===== config.mk =====
export PLATFORM = sky130hd
export DESIGN_NAME = fault_blink_code_indicator
export DESIGN_NICKNAME = d
export VERILOG_FILES = /design/src/hw/fault_blink_code_indicator.v
export VERILOG_INCLUDE_DIRS = /design/src /design/src/hw
export SDC_FILE = /design/constraint.sdc
export NUM_CORES = 1
export LEC_CHECK = 0
export BUFFER_PORTS_ARGS = -buffer_cell sky130_fd_sc_hd__buf_2
export CELL_PAD_IN_SITES_DETAIL_PLACEMENT = 1
export CELL_PAD_IN_SITES_GLOBAL_PLACEMENT = 2
export CORE_MARGIN = 2
export CORE_UTILIZATION = 39
export CTS_BUF_LIST = sky130_fd_sc_hd__clkbuf_8
export CTS_CLUSTER_DIAMETER = 100
export DETAILED_ROUTE_END_ITERATION = 6
export PLACE_DENSITY = 0.91
export SLEW_MARGIN = 5
export SYNTH_ARGS = -nofsm -noshare
export SYNTH_HDL_FRONTEND = slang
export SYNTH_SLANG_ARGS = --single-unit

===== constraint.sdc =====
create_clock -name pclk -period 2.8 [get_ports pclk]
set_clock_uncertainty 0.05 [all_clocks]
set_input_delay 0.28 -clock pclk [delete_from_list [all_inputs] [get_ports pclk]]
set_output_delay 0.28 -clock pclk [all_outputs]
set_load 0.03 [all_outputs]

===== src/hw/fault_blink_map.vh =====
// Register map, field positions, rated-current limits, fault codes and timing figures of the fault indicator
`ifndef FAULT_BLINK_MAP_VH
`define FAULT_BLINK_MAP_VH

`define CLK_HZ 20000000
`define CYC_PER_MS (`CLK_HZ / 1000)

`define FLICKER_MS 2000
`define FLICK_HALF_MS 50
`define PAUSE_MS 1000
`define BLINK_HALF_MS 500
`define WDOG_MS 100

`define OFF_CTRL 8'h00
`define OFF_RATED_ONE 8'h04
`define OFF_RATED_TWO 8'h08
`define OFF_RATED_THREE 8'h0C
`define OFF_STATUS 8'h10
`define OFF_IRQ_STAT 8'h14
`define OFF_IRQ_MASK 8'h18

`define CTRL_SINGLE_PHASE 0
`define CTRL_SOFT_RESET 1

`define EV_CFG 0
`define EV_ADC 1
`define EV_HALL 2
`define EV_BUS 3
`define EV_W 4

`define RATED_MIN 8'h09
`define SEL_MAX 8'h63
`define RATED_MAX 8'h96

`define CODE_CFG 4'h1
`define CODE_ADC 4'h2
`define CODE_HALL 4'h3

`endif


===== src/hw/fault_blink_code_indicator.v =====
// Fault blink-code indicator with parameter commit, bus watchdog and APB registers
`include "fault_blink_map.vh"

module fault_blink_code_indicator #(
    parameter NUM_ADC = 3,
    parameter NUM_HALL = 3,
    parameter [31:0] FLICKER_CYC = `FLICKER_MS * `CYC_PER_MS,
    parameter [31:0] FLICK_HALF_CYC = `FLICK_HALF_MS * `CYC_PER_MS,
    parameter [31:0] PAUSE_CYC = `PAUSE_MS * `CYC_PER_MS,
    parameter [31:0] BLINK_HALF_CYC = `BLINK_HALF_MS * `CYC_PER_MS,
    parameter [31:0] WDOG_CYC = `WDOG_MS * `CYC_PER_MS
) (
    input wire pclk,
    input wire presetn,
    input wire psel,
    input wire penable,
    input wire pwrite,
    input wire [7:0] paddr,
    input wire [31:0] pwdata,
    output reg [31:0] prdata,
    output reg pready,
    output reg pslverr,
    input wire [3:0] sel_amps,
    input wire [3:0] sel_tenths,
    input wire [NUM_ADC-1:0] adc_fail,
    input wire [NUM_HALL-1:0] hall_fail,
    input wire bus_activity,
    output reg [7:0] rated_current_phase_one,
    output reg [7:0] rated_current_phase_two,
    output reg [7:0] rated_current_phase_three,
    output reg stop_led,
    output reg run_led,
    output reg bus_lost,
    output reg irq
);

    localparam ST_IDLE = 3'h0;
    localparam ST_FLICK = 3'h1;
    localparam ST_PAUSE1 = 3'h2;
    localparam ST_CODE = 3'h3;
    localparam ST_PAUSE2 = 3'h4;
    localparam ST_ARG = 3'h5;
    localparam ST_PAUSE3 = 3'h6;

    // ------------------------------------------------------------
    // Input synchronisers
    // ------------------------------------------------------------
    localparam SYNC_W = 9 + NUM_ADC + NUM_HALL;
    reg [SYNC_W-1:0] sync1_q, sync2_q;
    reg bus_s3_q;
    wire [7:0] sel_s2_q = sync2_q[7:0];
    wire [NUM_ADC-1:0] adc_s2_q = sync2_q[8 +: NUM_ADC];
    wire [NUM_HALL-1:0] hall_s2_q = sync2_q[8 + NUM_ADC +: NUM_HALL];
    wire bus_s2_q = sync2_q[SYNC_W-1];
    always @(posedge pclk or negedge presetn) begin
        if (!presetn) begin
            sync1_q <= {SYNC_W{1'b0}};
            sync2_q <= {SYNC_W{1'b0}};
            bus_s3_q <= 1'b0;
        end else begin
            sync1_q <= {bus_activity, hall_fail, adc_fail, sel_amps, sel_tenths};
            sync2_q <= sync1_q;
            bus_s3_q <= bus_s2_q;
        end
    end

    // ------------------------------------------------------------
    // Selector value and register set
    // ------------------------------------------------------------
    wire [7:0] sel_amps_w = {4'h0, sel_s2_q[7:4]};
    wire [7:0] sel_val = sel_amps_w * 8'h0A + {4'h0, sel_s2_q[3:0]};
    wire sel_zero = (sel_s2_q == 8'h00);
    wire sel_ok = (sel_s2_q[3:0] <= 4'h9) && (sel_val >= `RATED_MIN) && (sel_val <= `SEL_MAX);
    reg single_phase_q;
    reg [7:0] rated_one_q, rated_two_q, rated_three_q;
    reg [`EV_W-1:0] stat_q, mask_q, ev_prev_q;
    reg [1:0] boot_q;
    reg soft_reset_q;
    reg sel_used_q, sel_bad_q;
    reg [3:0] code_q, arg_q;
    wire acc = psel && penable && pready;
    wire wr = acc && pwrite;
    wire [7:0] wval = pwdata[7:0];
    wire wval_ok = (wval == 8'h00) || ((wval >= `RATED_MIN) && (wval <= `RATED_MAX));
    wire rated_addr = (paddr == `OFF_RATED_ONE) || (paddr == `OFF_RATED_TWO)
                      || (paddr == `OFF_RATED_THREE);
    wire bad_wval = pwrite && rated_addr && !wval_ok;
    wire mapped = rated_addr || (paddr == `OFF_CTRL) || (paddr == `OFF_STATUS)
                  || (paddr == `OFF_IRQ_STAT) || (paddr == `OFF_IRQ_MASK);

    // ------------------------------------------------------------
    // Fault detection and priority
    // ------------------------------------------------------------
    reg [3:0] adc_idx, hall_idx;
    integer i;
    always @* begin
        adc_idx = 4'h0;
        hall_idx = 4'h0;
        for (i = NUM_ADC - 1; i >= 0; i = i - 1) begin
            if (adc_s2_q[i]) begin
                adc_idx = i[3:0] + 4'h1;
            end
        end
        for (i = NUM_HALL - 1; i >= 0; i = i - 1) begin
            if (hall_s2_q[i]) begin
                hall_idx = i[3:0] + 4'h1;
            end
        end
    end
    // missing rated current or invalid selector value, only judged after the boot commit
    wire cfg_fault = (boot_q == 2'h3) && (single_phase_q ?
        ((rated_current_phase_one == 8'h00) || (rated_current_phase_two == 8'h00)
         || (rated_current_phase_three == 8'h00)) :
        ((sel_used_q && sel_bad_q) || (!sel_used_q && rated_current_phase_one == 8'h00)));
    wire adc_fault = |adc_s2_q;
    wire hall_fault = |hall_s2_q;
    wire any_fault = cfg_fault || adc_fault || hall_fault;
    wire [3:0] next_code = cfg_fault ? `CODE_CFG
                           : (adc_fault ? `CODE_ADC : (hall_fault ? `CODE_HALL : 4'h0));
    wire [3:0] next_arg = cfg_fault ? 4'h0 : (adc_fault ? adc_idx : hall_idx);

    // ------------------------------------------------------------
    // Parameter commit and APB registers
    // ------------------------------------------------------------
    // commit at boot or soft reset
    wire commit = (boot_q == 2'h2) || soft_reset_q;
    wire [`EV_W-1:0] ev_now = {bus_lost, hall_fault, adc_fault, cfg_fault};
    wire [`EV_W-1:0] ev_rise = ev_now & ~ev_prev_q;
    wire [`EV_W-1:0] stat_clr = (wr && paddr == `OFF_IRQ_STAT) ? pwdata[`EV_W-1:0] : {`EV_W{1'b0}};
    always @(posedge pclk or negedge presetn) begin
        if (!presetn) begin
            boot_q <= 2'h0;
            soft_reset_q <= 1'b0;
            single_phase_q <= 1'b0;
            rated_one_q <= 8'h00;
            rated_two_q <= 8'h00;
            rated_three_q <= 8'h00;
            mask_q <= {`EV_W{1'b0}};
            stat_q <= {`EV_W{1'b0}};
            ev_prev_q <= {`EV_W{1'b0}};
            rated_current_phase_one <= 8'h00;
            rated_current_phase_two <= 8'h00;
            rated_current_phase_three <= 8'h00;
            sel_used_q <= 1'b0;
            sel_bad_q <= 1'b0;
            pready <= 1'b0;
            pslverr <= 1'b0;
            prdata <= 32'h00000000;
            irq <= 1'b0;
        end else begin
            if (boot_q != 2'h3) begin
                boot_q <= boot_q + 2'h1;
            end
            soft_reset_q <= wr && (paddr == `OFF_CTRL) && pwdata[`CTRL_SOFT_RESET];
            ev_prev_q <= ev_now;
            // Set wins over write-one-to-clear
            stat_q <= (stat_q & ~stat_clr) | ev_rise;
            irq <= |(stat_q & mask_q);
            if (commit) begin
                sel_used_q <= !sel_zero;
                sel_bad_q <= !sel_ok;
                rated_current_phase_one <= sel_zero ? rated_one_q : sel_val;
                rated_current_phase_two <= sel_zero ? rated_two_q : sel_val;
                rated_current_phase_three <= sel_zero ? rated_three_q : sel_val;
            end
            pready <= psel && penable && !pready;
            if (psel && penable && !pready) begin
                pslverr <= !mapped || bad_wval;
                prdata <= 32'h00000000;
                if (!pwrite) begin
                    if (paddr == `OFF_CTRL) begin
                        prdata[`CTRL_SINGLE_PHASE] <= single_phase_q;
                    end else if (paddr == `OFF_RATED_ONE) begin
                        prdata[7:0] <= rated_one_q;
                    end else if (paddr == `OFF_RATED_TWO) begin
                        prdata[7:0] <= rated_two_q;
                    end else if (paddr == `OFF_RATED_THREE) begin
                        prdata[7:0] <= rated_three_q;
                    end else if (paddr == `OFF_STATUS) begin
                        prdata <= {8'h00, sel_val, 5'h00, bus_lost, any_fault, cfg_fault,
                                   arg_q, code_q};
                    end else if (paddr == `OFF_IRQ_STAT) begin
                        prdata[`EV_W-1:0] <= stat_q;
                    end else if (paddr == `OFF_IRQ_MASK) begin
                        prdata[`EV_W-1:0] <= mask_q;
                    end
                end
            end
            if (wr && !pslverr) begin
                if (paddr == `OFF_CTRL) begin
                    single_phase_q <= pwdata[`CTRL_SINGLE_PHASE];
                end else if (paddr == `OFF_RATED_ONE) begin
                    rated_one_q <= wval;
                end else if (paddr == `OFF_RATED_TWO) begin
                    rated_two_q <= wval;
                end else if (paddr == `OFF_RATED_THREE) begin
                    rated_three_q <= wval;
                end else if (paddr == `OFF_IRQ_MASK) begin
                    mask_q <= pwdata[`EV_W-1:0];
                end
            end
        end
    end

    // ------------------------------------------------------------
    // Terminal bus watchdog
    // ------------------------------------------------------------
    reg [31:0] wdog_q;
    always @(posedge pclk or negedge presetn) begin
        if (!presetn) begin
            wdog_q <= 32'h00000000;
            bus_lost <= 1'b0;
            run_led <= 1'b0;
        end else begin
            if (bus_s2_q != bus_s3_q) begin
                wdog_q <= 32'h00000000;
                bus_lost <= 1'b0;
                run_led <= 1'b1;
            end else if (wdog_q >= WDOG_CYC - 32'h1) begin
                bus_lost <= 1'b1;
                run_led <= 1'b0;
            end else begin
                wdog_q <= wdog_q + 32'h1;
            end
        end
    end

    // ------------------------------------------------------------
    // Blink sequencer
    // ------------------------------------------------------------
    reg [2:0] state_q;
    reg [31:0] timer_q, half_q;
    reg [3:0] blinks_q;
    reg phase_q;
    wire tdone = (timer_q == 32'h00000000);
    always @(posedge pclk or negedge presetn) begin
        if (!presetn) begin
            state_q <= ST_IDLE;
            timer_q <= 32'h00000000;
            half_q <= 32'h00000000;
            blinks_q <= 4'h0;
            phase_q <= 1'b0;
            code_q <= 4'h0;
            arg_q <= 4'h0;
            stop_led <= 1'b0;
        end else begin
            if (!tdone) begin
                timer_q <= timer_q - 32'h1;
            end
            if (!any_fault) begin
                state_q <= ST_IDLE;
                stop_led <= bus_lost;
                code_q <= 4'h0;
                arg_q <= 4'h0;
            end else begin
                case (state_q)
                    ST_IDLE: begin
                        code_q <= next_code;
                        arg_q <= next_arg;
                        state_q <= ST_FLICK;
                        timer_q <= FLICKER_CYC - 32'h1;
                        half_q <= FLICK_HALF_CYC - 32'h1;
                        stop_led <= 1'b1;
                    end
                    ST_FLICK: begin
                        if (half_q == 32'h00000000) begin
                            half_q <= FLICK_HALF_CYC - 32'h1;
                            stop_led <= !stop_led;
                        end else begin
                            half_q <= half_q - 32'h1;
                        end
                        if (tdone) begin
                            state_q <= ST_PAUSE1;
                            timer_q <= PAUSE_CYC - 32'h1;
                            stop_led <= 1'b0;
                        end
                    end
                    ST_PAUSE1, ST_PAUSE2: begin
                        if (tdone) begin
                            state_q <= (state_q == ST_PAUSE1) ? ST_CODE : ST_ARG;
                            blinks_q <= (state_q == ST_PAUSE1) ? code_q : arg_q;
                            timer_q <= BLINK_HALF_CYC - 32'h1;
                            phase_q <= 1'b1;
                            stop_led <= (state_q == ST_PAUSE1) || (arg_q != 4'h0);
                            if (state_q == ST_PAUSE2 && arg_q == 4'h0) begin
                                state_q <= ST_PAUSE3;
                                timer_q <= PAUSE_CYC - 32'h1;
                            end
                        end
                    end
                    ST_CODE, ST_ARG: begin
                        if (tdone) begin
                            timer_q <= BLINK_HALF_CYC - 32'h1;
                            phase_q <= !phase_q;
                            stop_led <= !phase_q;
                            if (!phase_q) begin
                                blinks_q <= blinks_q - 4'h1;
                                if (blinks_q == 4'h1) begin
                                    state_q <= (state_q == ST_CODE) ? ST_PAUSE2 : ST_PAUSE3;
                                    timer_q <= PAUSE_CYC - 32'h1;
                                    stop_led <= 1'b0;
                                end
                            end
                        end
                    end
                    default: begin
                        stop_led <= 1'b0;
                        if (tdone) begin
                            state_q <= ST_IDLE;
                        end
                    end
                endcase
            end
        end
    end

endmodule


## Yosys cells after proc, flatten, opt, wreduce, memory -nomap -nowiden

Index checks and enable logic that the tools add are counted.

- Bits in registers: 247
- Input port bits: 60
- Output and inout bits: 62

- Add/sub/neg operators: 6
- $mul: 1
- Magnitude comparators: 6
- Eq/ne operators: 28
- Mux-type cells: 77
- Bitwise gates (word level): 10
- Reduce and logical (&&, ||, !) cells: 70

Operators with widths:

| cell | number |
|---|---|
| $mux W32 | 9 |
| $pmux W32 S4 | 1 |
| $mux W25 | 3 |
| $mux W4 | 18 |
| $logic_not A32 Y1 | 2 |
| $pmux W32 S2 | 1 |
| $sub A32 B1 Y32 const B | 2 |
| $logic_not A8 Y1 | 6 |
| $mux W16 | 3 |
| $mux W8 | 6 |
| $add A32 B1 Y32 const B | 1 |
| $ge A32 B21 Y1 const B | 1 |
| $mux W31 | 1 |
| $mux W3 | 9 |
| $eq A8 B5 Y1 const B | 3 |
| $mux W20 | 1 |
| $logic_and A1 B1 Y1 | 17 |
| $eq A8 B4 Y1 const B | 2 |
| $ge A8 B4 Y1 const B | 2 |
| $logic_or A1 B1 Y1 | 15 |
| $mux W1 | 15 |
| $ne A3 B3 Y1 const B | 5 |
| $and A4 B4 Y4 | 3 |
| $mux W2 | 6 |
| other kinds (38) | 66 |

## Logic depth before layout (Yosys ltp)

Gate-level depths: netlist of run 1.

- Depth in word-level cells: 13
- Depth in mapped cells: 10
- Mapped depth without buffers: 8

## Worst setup path before layout of run 1

Ideal clock, no wire load.

- Kind: reg2reg
- Start: reg rated_current_phase_one[5]
- End: reg half_q[20]
- Arrival time: 2.428 ns
- Data required time: 2.617 ns
- Setup slack: 0.189 ns
- Stages on the path, launching flop included: 10
- Path buffers: 3
- Period minus slack after synthesis: 2.611 ns
- Cell sequence: dfrtp_1 -> or4_1 -> nor2_1 -> and4b_1 -> o21a_1 -> clkbuf_1 -> clkbuf_1 -> buf_1 -> o31ai_1 -> o41ai_1

- Word-level cells in the longest chain between the ends: 8
- Elaborated cells between the ends (all ways): 10

RTL lines:

| what | RTL line | RTL |
|---|---|---|
| from (decl) | fault_blink_code_indicator.v:28 | `output reg [7:0] rated_current_phase_one,` |
| from (signal assigned) | fault_blink_code_indicator.v:162 | `rated_current_phase_one <= sel_zero ? rated_one_q : sel_val;` |
| $logic_not A8 Y1 * | fault_blink_code_indicator.v:112, fault_blink_code_indicator.v:114 |  |
| $logic_and A1 B1 Y1 or $logic_or A1 B1 Y1 (tied branches) | fault_blink_code_indicator.v:114, fault_blink_code_indicator.v:112 |  |
| $logic_or A1 B1 Y1 (on tied branches) | fault_blink_code_indicator.v:114, fault_blink_code_indicator.v:113 |  |
| $mux W1 * | fault_blink_code_indicator.v:111 | `wire cfg_fault = (boot_q == 2'h3) && (single_phase_q ?` |
| $logic_and A1 B1 Y1 * | fault_blink_code_indicator.v:111 |  |
| $logic_or A1 B1 Y1 * (2 in series) | fault_blink_code_indicator.v:117 | `wire any_fault = cfg_fault \|\| adc_fault \|\| hall_fault;` |
| $reduce_and A2 Y1 (no source line) * | n/a |  |
| to (signal assigned) | fault_blink_code_indicator.v:262 | `half_q <= FLICK_HALF_CYC - 32'h1;` |
| to (signal assigned) | fault_blink_code_indicator.v:267 | `half_q <= FLICK_HALF_CYC - 32'h1;` |
| to (signal assigned) | fault_blink_code_indicator.v:270 | `half_q <= half_q - 32'h1;` |
| to (decl) | fault_blink_code_indicator.v:232 | `reg [31:0] timer_q, half_q;` |

Mark *: on every way between the ends. The rest lies on a longest branch, timed or not.
A chain may end at the register's enable or synchronous reset.

## Final worst setup path of run 1

- Start: reg half_q[24]
- End: reg half_q[26]

- Word-level cells in the longest chain between the ends: 3
- Elaborated cells between the ends (all ways): 4

RTL lines:

| what | RTL line | RTL |
|---|---|---|
| $sub A32 B1 Y32 or $logic_not A32 Y1 (tied branches) | fault_blink_code_indicator.v:270, fault_blink_code_indicator.v:266 |  |
| $mux W32 * | fault_blink_code_indicator.v:266 | `if (half_q == 32'h00000000) begin` |
| $pmux W32 S2 * | fault_blink_code_indicator.v:256 | `case (state_q)` |

Marked as above.

==> results of run 1 <==
[layout by cell type, fill, tap and decap left out, types with 6 or more instances in the layout]
| cell type | n |
|---|---|
| nand2b_1 | 11 |
| a31oi_1 | 14 |
| buf_12 | 6 |
| inv_1 | 44 |
| nor3_1 | 40 |
| o211ai_1 | 9 |
| clkbuf_8 | 56 |
| a22o_1 | 16 |
| dlygate4sd3_1 | 19 |
| buf_4 | 60 |
| and3_1 | 6 |
| xnor2_1 | 19 |
| dfrtp_1 | 228 |
| and2_1 | 21 |
| or3_1 | 17 |
| mux2i_1 | 10 |
| a21oi_1 | 73 |
| conb_1 | 13 |
| a22oi_1 | 8 |
| o21ai_0 | 63 |
| nand3_1 | 35 |
| nor2_1 | 98 |
| o31ai_1 | 31 |
| buf_2 | 83 |
| a31o_2 | 7 |
| nor4_1 | 26 |
| ha_1 | 17 |
| o22a_1 | 7 |
| clkinv_2 | 7 |
| o41ai_1 | 6 |
| or4_1 | 9 |
| mux2_2 | 28 |
| nor2b_1 | 6 |
| xor2_1 | 21 |
| nand4_1 | 18 |
| nand2_1 | 111 |
[worst max path at each step]
stage                                        end  cells after the start  slack, ns                                   start
after CTS                  timer_q[19]$_DFF_PN0_                      7      0.009  rated_current_phase_one[0]$_DFFE_PN0P_
after global placement     half_q[8]$_DFFE_PN0P_                      7       0.11                  half_q[24]$_DFFE_PN0P_
after detailed placement   half_q[8]$_DFFE_PN0P_                      7      -0.02                  half_q[24]$_DFFE_PN0P_
after global routing      half_q[26]$_DFFE_PN0P_                      8      -0.03                  half_q[24]$_DFFE_PN0P_
final                     half_q[26]$_DFFE_PN0P_                      8       0.04                  half_q[24]$_DFFE_PN0P_
after floorplan           half_q[20]$_DFFE_PN0P_                      9       0.19  rated_current_phase_one[5]$_DFFE_PN0P_
[cells by family (layout without fill, tap and decap cells)]
family | after synthesis | after routing | synth area share (%)
multiplexers | 39 | 39 | 3.85
other | 1 | 13 | 0.0330
AO/OA/AOI/OAI | 287 | 287 | 16.8
flip-flops | 230 | 230 | 50.7
buffers and inverters | 99 | 283 | 4.13
adder cells (fa/ha/maj) | 20 | 20 | 2.31
AND/OR/NAND/NOR | 429 | 429 | 19.0
XOR/XNOR | 41 | 41 | 3.16
[sequential cells by signal, summed over array words and instances, names as in the netlist, 2 cells and up]
name,count
arg_q,2
blinks_q,4
boot_q,2
code_q,2
ev_prev_q,4
half_q,32
mask_q,4
prdata,19
rated_current_phase_one,8
rated_current_phase_three,8
rated_current_phase_two,8
rated_one_q,8
rated_three_q,8
rated_two_q,8
stat_q,4
state_q,3
sync1_q,15
sync2_q,15
timer_q,32
wdog_q,32
[metrics by stage]
stage	TNS, ns	area (µm²)
5_1_grt	-0.0674	13700
2_1_floorplan	0	11400
4_1_cts	0	13600
6_report	0	13700
3_5_place_dp	-0.0162	12500
3_3_place_gp	0	12500
[worst reg2reg max path, stage by stage, from the launching register on]
cell and delay (ns):
dfrtp_1 0.38, or4_4 0.56, or3_4 0.46, o41ai_4 0.39, buf_4 0.20, buf_6 0.13
nor2_2 0.04, o31ai_1 0.29, o31ai_1 0.13
[power by group through the flow]
stage	registers, mW	clock network (mW)	logic (mW)
6_report	3.84	3.56	2.02
2_1_floorplan	3.93	0	1.20
4_1_cts	3.83	3.64	1.98
3_3_place_gp	3.87	0	1.88
3_5_place_dp	3.89	0	1.94
5_1_grt	3.87	3.81	2.24
[what timing repair did]
item                                    CTS  global route
endpoints found under the hold margin    99             0
pin swaps                                 1             8
endpoints found under the setup margin    2            28
buffers inserted                          0            11
gates resized for setup                   0            10
hold buffers                             19             0
[area by class of cell]
cell class	instances	area [µm²]	area share [%]
clock buffers	56	771	5.61
multi-input cells	829	5210	37.9
repair buffers	170	1200	8.75
clock inverters	22	180	1.31
inverters	35	131	0.957
well taps	384	480	3.50
flip-flops and latches	230	5760	41.9
[routing by layer]
| metal | up-vias | global-route usage, % | share of wire, % |
|---|---|---|---|
| li1 | 4483 | - | - |
| met1 | 4837 | 29.2 | 46 |
| met2 | 212 | 35.5 | 47 |
| met3 | 66 | 3.05 | 4.3 |
| met4 | 0 | 6.01 | 2.5 |
| met5 | - | 0 | 0 |
==> run metrics, run 1 <==
final net count=roughly 1400; Inst Count DP=roughly 1600; Fillers=roughly 3300; asr flop ratio synth=100%; Leak=slightly above 6 nW; status=finished clean; Data required, critical path=3.15 ns; Comb power frac=21.4%; CTS tree=yes; Int Pwr=around 6.4 mW; fin worst setup slack=0.0364 ns; CP endpoint kind=flop; Synth area leaders=dfrtp_1, nand2_1, nor2_1, a21oi_1, o21ai_0; sequential area share after synthesis=around half; path type of the worst setup path=flop to flop; Critical Path Fanout Max=7; final hold vios=0; clk buf depth=3; Post-synth EDFFs=0; period utilization=about 99%; Vias/cell=5.56; Max-Cap Viols=0; num rows=62; Worst path max stage delay=0.56 ns; Finished Layout Cells=between 1500 and 2000; initial antenna violation count=0; Synth cell types=77; Flop pwr share=between 40% and 50%; FF-to-FF Start=half_q[24]$_DFFE_PN0P_; FF+latch count, synth=230; depth of the CTS H-tree=2; diodes inserted=0; io pins=between 100 and 150; Worst Hold End=rated_three_q[7]$_DFFE_PN0P_; clk sinks=230; clock latency on the worst-skew pair=0.54 ns; I/O Buffers=84; Tot GR Track Use=roughly a fifth; largest net degree at the start of global routing=between 80 and 90; ANT nets after route=0; leading area contributor after synthesis=dfrtp_1; worst vdd ir=approximately 0.00049 V; first-pass GRT wire length=approximately 54000 µm; worst relative slew slack=approximately 57%; layout cell share with drive strength beyond 1=a little over a fifth; ys flop type=dfrtp_1; maximum clock frequency=around 360 MHz; critical-path cell list=or4_4, or3_4, o41ai_4, buf_4, buf_6, nor2_2, o31ai_1, o31ai_1; Final min period=approximately 2.8 ns; worst slew pin tran=between 0.6 and 0.7 ns; Final Max Tran Viols=0; Worst-path clk slew=roughly 0.060 ns; fin util=between 40% and 50%; RR Endpoint=half_q[26]$_DFFE_PN0P_; final setup fails=0; hold path depth=2; sw power=about 3 mW; Initial Util=slightly below 40%; Reg2Reg Depth=8; die width=175 µm; Post-Syn Area per Cell=approximately 9.9 µm²; worst hold-check path type=primary input to flop; vias in the first global route=between 10000 and 15000; most frequent CP cell=o31ai_1; Clock Power Share=37.8%; gr ovfl total=0; vias post-DR=9598; synthesized area=about 0.011 mm²; hold path start=pwdata[7]; pre-CTS setup slack=-0.0162 ns; crit path launch type=flop; drc violations=0; 1st-iter DRT viols=between 400 and 500; core outline area=approximately 0.029 mm²; clk root buf=clkbuf_8; GP Congestion=0.799; Reg2Reg Setup Slack=approximately 0.036 ns; Syn-to-layout area delta=20.9%; Yosys top cell area share=around half; count leader, synth=dfrtp_1; Power Total=9.42 mW; drt first pass iters=4; PwrDens=~690 mW/mm²; critical path's top delay family=simple AND/OR/NAND/NOR gates; worst path bufs/invs=2; Syn. warnings=0; die height=around 170 µm; worst hold margin=0.0383 ns; sw frac=a little under a third; Mapped Cells=1146; Synth top cells by count=dfrtp_1, nand2_1, nor2_1; WL per Instance=between 15 and 20 µm; full die area=0.0305 mm²; Worst path slowest cell=or4_4; post-detail-place hpwl=between 20000 and 25000 µm; CTS buffer count=42; final wirelength=32100 µm; critical path arrival=about 3.1 ns
(Power assumes the default switching activity.)
==> run 2: changes to the inputs <==
SETUP_SLACK_MARGIN = 0.15   (was default)
==> run metrics, run 2 (synthesized netlist as in run 1, its figures left out) <==
core outline area=0.0287 mm²; 1st-iter DRT viols=~480; drc violations=0; final wirelength=between 30000 and 40000 µm; sw frac=roughly a third; depth of the CTS H-tree=2; Reg2Reg Depth=8; final net count=~1400; post-detail-place hpwl=~22000 µm; worst vdd ir=0.000481 V; Comb power frac=a little over a fifth; gr ovfl total=0; largest net degree at the start of global routing=just over 80; vias in the first global route=about 10000; initial antenna violation count=0; worst hold-check path type=primary input to flop; Tot GR Track Use=between 20% and 30%; clk root buf=clkbuf_8; CTS buffer count=42; Max-Cap Viols=0; critical path arrival=2.93 ns; Data required, critical path=between 3 and 4 ns; Critical Path Fanout Max=8; final hold vios=0; diodes inserted=0; Finished Layout Cells=about 1700; vias post-DR=about 9600; worst hold margin=about 0.045 ns; worst relative slew slack=a little under three fifths; layout cell share with drive strength beyond 1=between 20 and 25%; I/O Buffers=84; maximum clock frequency=between 300 and 400 MHz; Power Total=9.47 mW; die width=roughly 170 µm; clk sinks=230; Clock Power Share=a little under two fifths; Syn-to-layout area delta=21.7%; first-pass GRT wire length=roughly 54000 µm; CP endpoint kind=flop; RR Endpoint=half_q[26]$_DFFE_PN0P_; worst slew pin tran=about 0.64 ns; WL per Instance=18.7 µm; Final Max Tran Viols=0; Flop pwr share=40.5%; die height=between 150 and 200 µm; CTS tree=yes; hold path start=pwdata[7]; Int Pwr=approximately 6.5 mW; path type of the worst setup path=flop to flop; Leak=between 6 and 7 nW; GP Congestion=between 0.7 and 0.8; period utilization=around 92%; clk buf depth=3; num rows=between 60 and 70; drt first pass iters=4; RSZ-0062 raised after global routing=true; io pins=roughly 120; sw power=approximately 3.0 mW; Worst Hold End=rated_three_q[7]$_DFFE_PN0P_; FF-to-FF Start=half_q[25]$_DFFE_PN0P_; final instance area=between 0.01 and 0.015 mm²; Worst-path clk slew=roughly 0.06 ns; PwrDens=roughly 700 mW/mm²; Reg2Reg Setup Slack=0.22 ns; hold path depth=2; ANT nets after route=0; Initial Util=between 30% and 40%; Inst Count DP=about 1600; clock latency on the worst-skew pair=approximately 0.54 ns; crit path launch type=flop; Largest regs=half_q (32), timer_q (32), wdog_q (32); DP Area=approximately 0.012 mm²; commonest non-fill, non-tap cell in the layout=dfrtp_1; Vias/cell=~5.6; Final min period=between 2 and 3 ns; final setup fails=0; status=finished clean; full die area=between 0.03 and 0.04 mm²; most frequent cells in the layout=dfrtp_1, nand2_1, nor2_1, buf_2, a21oi_1
[run 2: cell count changes in the layout (fill, tap and decap cells not counted), sizes merged]
cell / previous run / this run
buf: 151 / 154
[run 2: cell type report]
class                           count  area (µm²)
Sequential cell                   230        5760
Tap cell                          384         480
Clock buffer                       56         771
Fill cell                        3324       14900
Timing Repair Buffer              173        1230
Inverter                           35         131
Clock inverter                     22         180
Multi-Input combinational cell    829        5280
[run 2: worst max-delay path by stage]
stage / from / end / slack, ns / cells after the start
2_1_floorplan: rated_current_phase_one[5]$_DFFE_PN0P_ / half_q[20]$_DFFE_PN0P_ / 0.19 / 9
3_3_place_gp: half_q[24]$_DFFE_PN0P_ / half_q[8]$_DFFE_PN0P_ / 0.11 / 7
3_5_place_dp: half_q[24]$_DFFE_PN0P_ / half_q[8]$_DFFE_PN0P_ / -0.02 / 7
4_1_cts: half_q[24]$_DFFE_PN0P_ / half_q[26]$_DFFE_PN0P_ / 0.15 / 8
5_1_grt: half_q[25]$_DFFE_PN0P_ / half_q[13]$_DFFE_PN0P_ / 0.12 / 9
6_report: half_q[25]$_DFFE_PN0P_ / half_q[26]$_DFFE_PN0P_ / 0.22 / 8
[run 2: metrics by stage]
| step | setup TNS (ns) | setup WS, ns | util [%] |
|---|---|---|---|
| 6_report | 0 | 0.222 | 48.2 |
| 4_1_cts | 0 | 0.149 | 47.7 |
| 2_1_floorplan | 0 | 0.189 | - |
| 5_1_grt | 0 | 0.119 | 48.2 |
| 3_3_place_gp | 0 | 0.108 | 43.5 |
| 3_5_place_dp | -0.0162 | -0.0162 | 43.5 |
[run 2: layer usage]
metal	global-route usage (%)	vias to the layer above	wire length, µm
met5	0	-	0
met4	5.76	0	706
met3	3.05	61	1180
met2	35.8	179	15400
met1	29.4	4860	15000
li1	-	4496	-
[run 2: power groups by stage]
stage	Sequential (mW)	Combinational (mW)	Clock, mW
after floorplan	3.93	1.20	0
after global placement	3.87	1.88	0
after detailed placement	3.89	1.94	0
after CTS	3.83	2.06	3.64
after global routing	3.87	2.30	3.80
final	3.84	2.07	3.56
[run 2: timing repair]
item	4_1_cts	5_1_grt
pin swaps	4	5
hold endpoints to repair	99	0
hold buffers	19	0
buffers inserted	10	4
endpoints found under the setup margin	49	40
gates resized for setup	4	20
[run 2: worst max-delay path, cell delays in order (launching register included)]
cell and delay [ns]:
dfrtp_1 0.38, or4_4 0.58, or3_4 0.40, o41ai_4 0.25
buf_4 0.19, buf_4 0.15, nor2_1 0.06, o31ai_1 0.26
o31ai_1 0.13
==> run 3: changes to the inputs <==
ABC_AREA = 1   (was default)
CORE_UTILIZATION = 36   (was 39)
clock period = 2.4 ns   (was 2.8 ns; I/O delays follow)
==> run metrics, run 3 <==
PwrDens=a little under 800 mW/mm²; Synth cell types=52; WL per Instance=~16 µm; die width=190 µm; vias post-DR=11112; CP endpoint kind=flop; final setup fails=0; maximum clock frequency=428 MHz; critical path arrival=approximately 2.8 ns; Power Total=around 12 mW; Syn. warnings=0; io pins=roughly 120; Leak=about 7.2 nW; final instance area=around 0.015 mm²; final net count=roughly 1800; worst slew pin tran=0.545 ns; depth of the CTS H-tree=2; Initial Util=~36%; vias in the first global route=~12000; Largest regs=half_q (32), timer_q (32), wdog_q (32); ANT nets after route=0; most frequent cells in the layout=nand2_1, dfrtp_1, nor2_1, inv_1, nand3_1; Final min period=2.34 ns; Yosys top cell area share=between 40% and 50%; sw frac=about 37%; clk root buf=clkbuf_8; DP Area=0.0135 mm²; ys flop type=dfrtp_1; Clock Power Share=between 30% and 40%; sw power=between 4 and 5 mW; Synth top cells by count=nand2_1, dfrtp_1, nor2_1; Post-Syn Area per Cell=a little under 8 µm²; I/O Buffers=84; Final Max Tran Viols=0; path type of the worst setup path=flop to flop; Fillers=~4300; gr ovfl total=0; Max-Cap Viols=0; Comb power frac=approximately 27%; Post-synth EDFFs=0; count leader, synth=nand2_1; full die area=~0.036 mm²; area of the multi-input gates=about 0.006 mm²; leading area contributor after synthesis=dfrtp_1; final hold vios=0; drc violations=0; pre-CTS setup slack=0.00670 ns; final wirelength=between 30000 and 40000 µm; die height=190 µm; clk buf depth=3; largest net degree at the start of global routing=70; Syn-to-layout area delta=18.3%; clock latency on the worst-skew pair=0.57 ns; period utilization=a little over nine tenths; post-detail-place hpwl=between 20000 and 30000 µm; Synth area leaders=dfrtp_1, nand2_1, nor2_1, nand3_1, inv_1; clk sinks=230; worst vdd ir=about 0.00041 V; layout cell share with drive strength beyond 1=approximately 16%; worst hold-check path type=primary input to flop; Data required, critical path=between 2 and 3 ns; synthesized area=0.0125 mm²; status=finished clean; Worst-path clk slew=~0.06 ns; Register Area=0.00576 mm²; CTS buffer count=between 40 and 50; 1st-iter DRT viols=roughly 580; CTS tree=yes; RSZ-0062 raised after global routing=true; Flop pwr share=39.4%; Critical Path Fanout Max=3; num rows=~70; worst relative slew slack=63.6%; commonest non-fill, non-tap cell in the layout=nand2_1; asr flop ratio synth=100%; sequential area share after synthesis=between 40% and 50%; GP Congestion=roughly 0.85; Mapped Cells=1594; Tot GR Track Use=a little over 20%; first-pass GRT wire length=60100 µm; Vias/cell=4.98; FF+latch count, synth=230; core outline area=about 0.034 mm²; Int Pwr=approximately 7.4 mW; initial antenna violation count=0; diodes inserted=0; crit path launch type=flop; fin worst setup slack=between 0.06 and 0.07 ns; worst hold margin=around 0.035 ns; drt first pass iters=5
## run 3: power by group through the flow
stage / Sequential, mW / Combinational [mW] / Clock [mW]
after floorplan: 4.72 / 2.07 / 0
after global placement: 4.65 / 3.01 / 0
after detailed placement: 4.66 / 3.11 / 0
after CTS: 4.61 / 3.16 / 4.02
after global routing: 4.66 / 3.59 / 4.20
final: 4.61 / 3.20 / 3.90
## run 3: cell families after synthesis
logic type                 synth area share (%)
buffers and inverters                      6.74
and+or+nand+nor                            32.1
AOI/OAI and AO/OA                          8.69
DFF                                        46.1
other                                    0.0300
xor gates and xnor gates                   4.34
adders and majority gates                  2.02
## run 3: cell type report
| class | count | share of cell area, % |
|---|---|---|
| sequential | 230 | 39.0 |
| multi-input combinational | 1180 | 41.1 |
| timing repair buffer | 141 | 6.37 |
| clock inverter | 20 | 0.847 |
| inverter | 151 | 3.84 |
| clock buffer | 54 | 5.03 |
| tap | 455 | 3.85 |
## run 3: critical path, stage by stage, from the launching register on
cell and delay [ns]:
dfrtp_1 0.42, ha_4 0.26, ha_4 0.16, fa_1 0.57, nand2_1 0.08, a21oi_2 0.10
nand2_1 0.09, xor2_2 0.18, buf_4 0.16, a22o_1 0.17
## run 3: worst paths after layout
check,startpoint,endpoint,slack [ns],cells past startpoint
max,sync2_q[7]$_DFF_PN0_,prdata[23]$_DFFE_PN0P_,0.06,9
min,pwdata[2],rated_one_q[2]$_DFFE_PN0P_,0.04,3
max reg2reg,sync2_q[7]$_DFF_PN0_,prdata[23]$_DFFE_PN0P_,0.06,9
min reg2reg,sync1_q[9]$_DFF_PN0_,sync2_q[9]$_DFF_PN0_,0.29,0
max in group asynchronous,presetn,timer_q[2]$_DFF_PN0_,1.27,3
min in group asynchronous,presetn,wdog_q[2]$_DFFE_PN0P_,0.16,2
## run 3: stage by stage
stage               TNS [ns]  utilization [%]  cells
CTS                        0             42.7   2230
detailed placement         0             39.4   2133
global placement           0             39.4   2133
floorplan                  0                -   1606
global route         -0.0692             43.0   2231
finish                     0             43.0   2231
## run 3: layer usage
layer	global-route usage, %	part of all wire, %	vias to the layer above
li1	-	-	5429
met1	27.5	47	5468
met2	34.6	48	160
met3	3.11	3.0	55
met4	5.52	1.8	0
met5	0	0	-
## run 3: timing repair
item                                    in CTS  in global routing
setup buffers                                0                  1
resized for setup                            6                 21
hold buffers                                23                  0
pin swaps                                    1                  7
cloned                                       0                  0
endpoints found under the setup margin       9                 39
endpoints found under the hold margin       95                  0
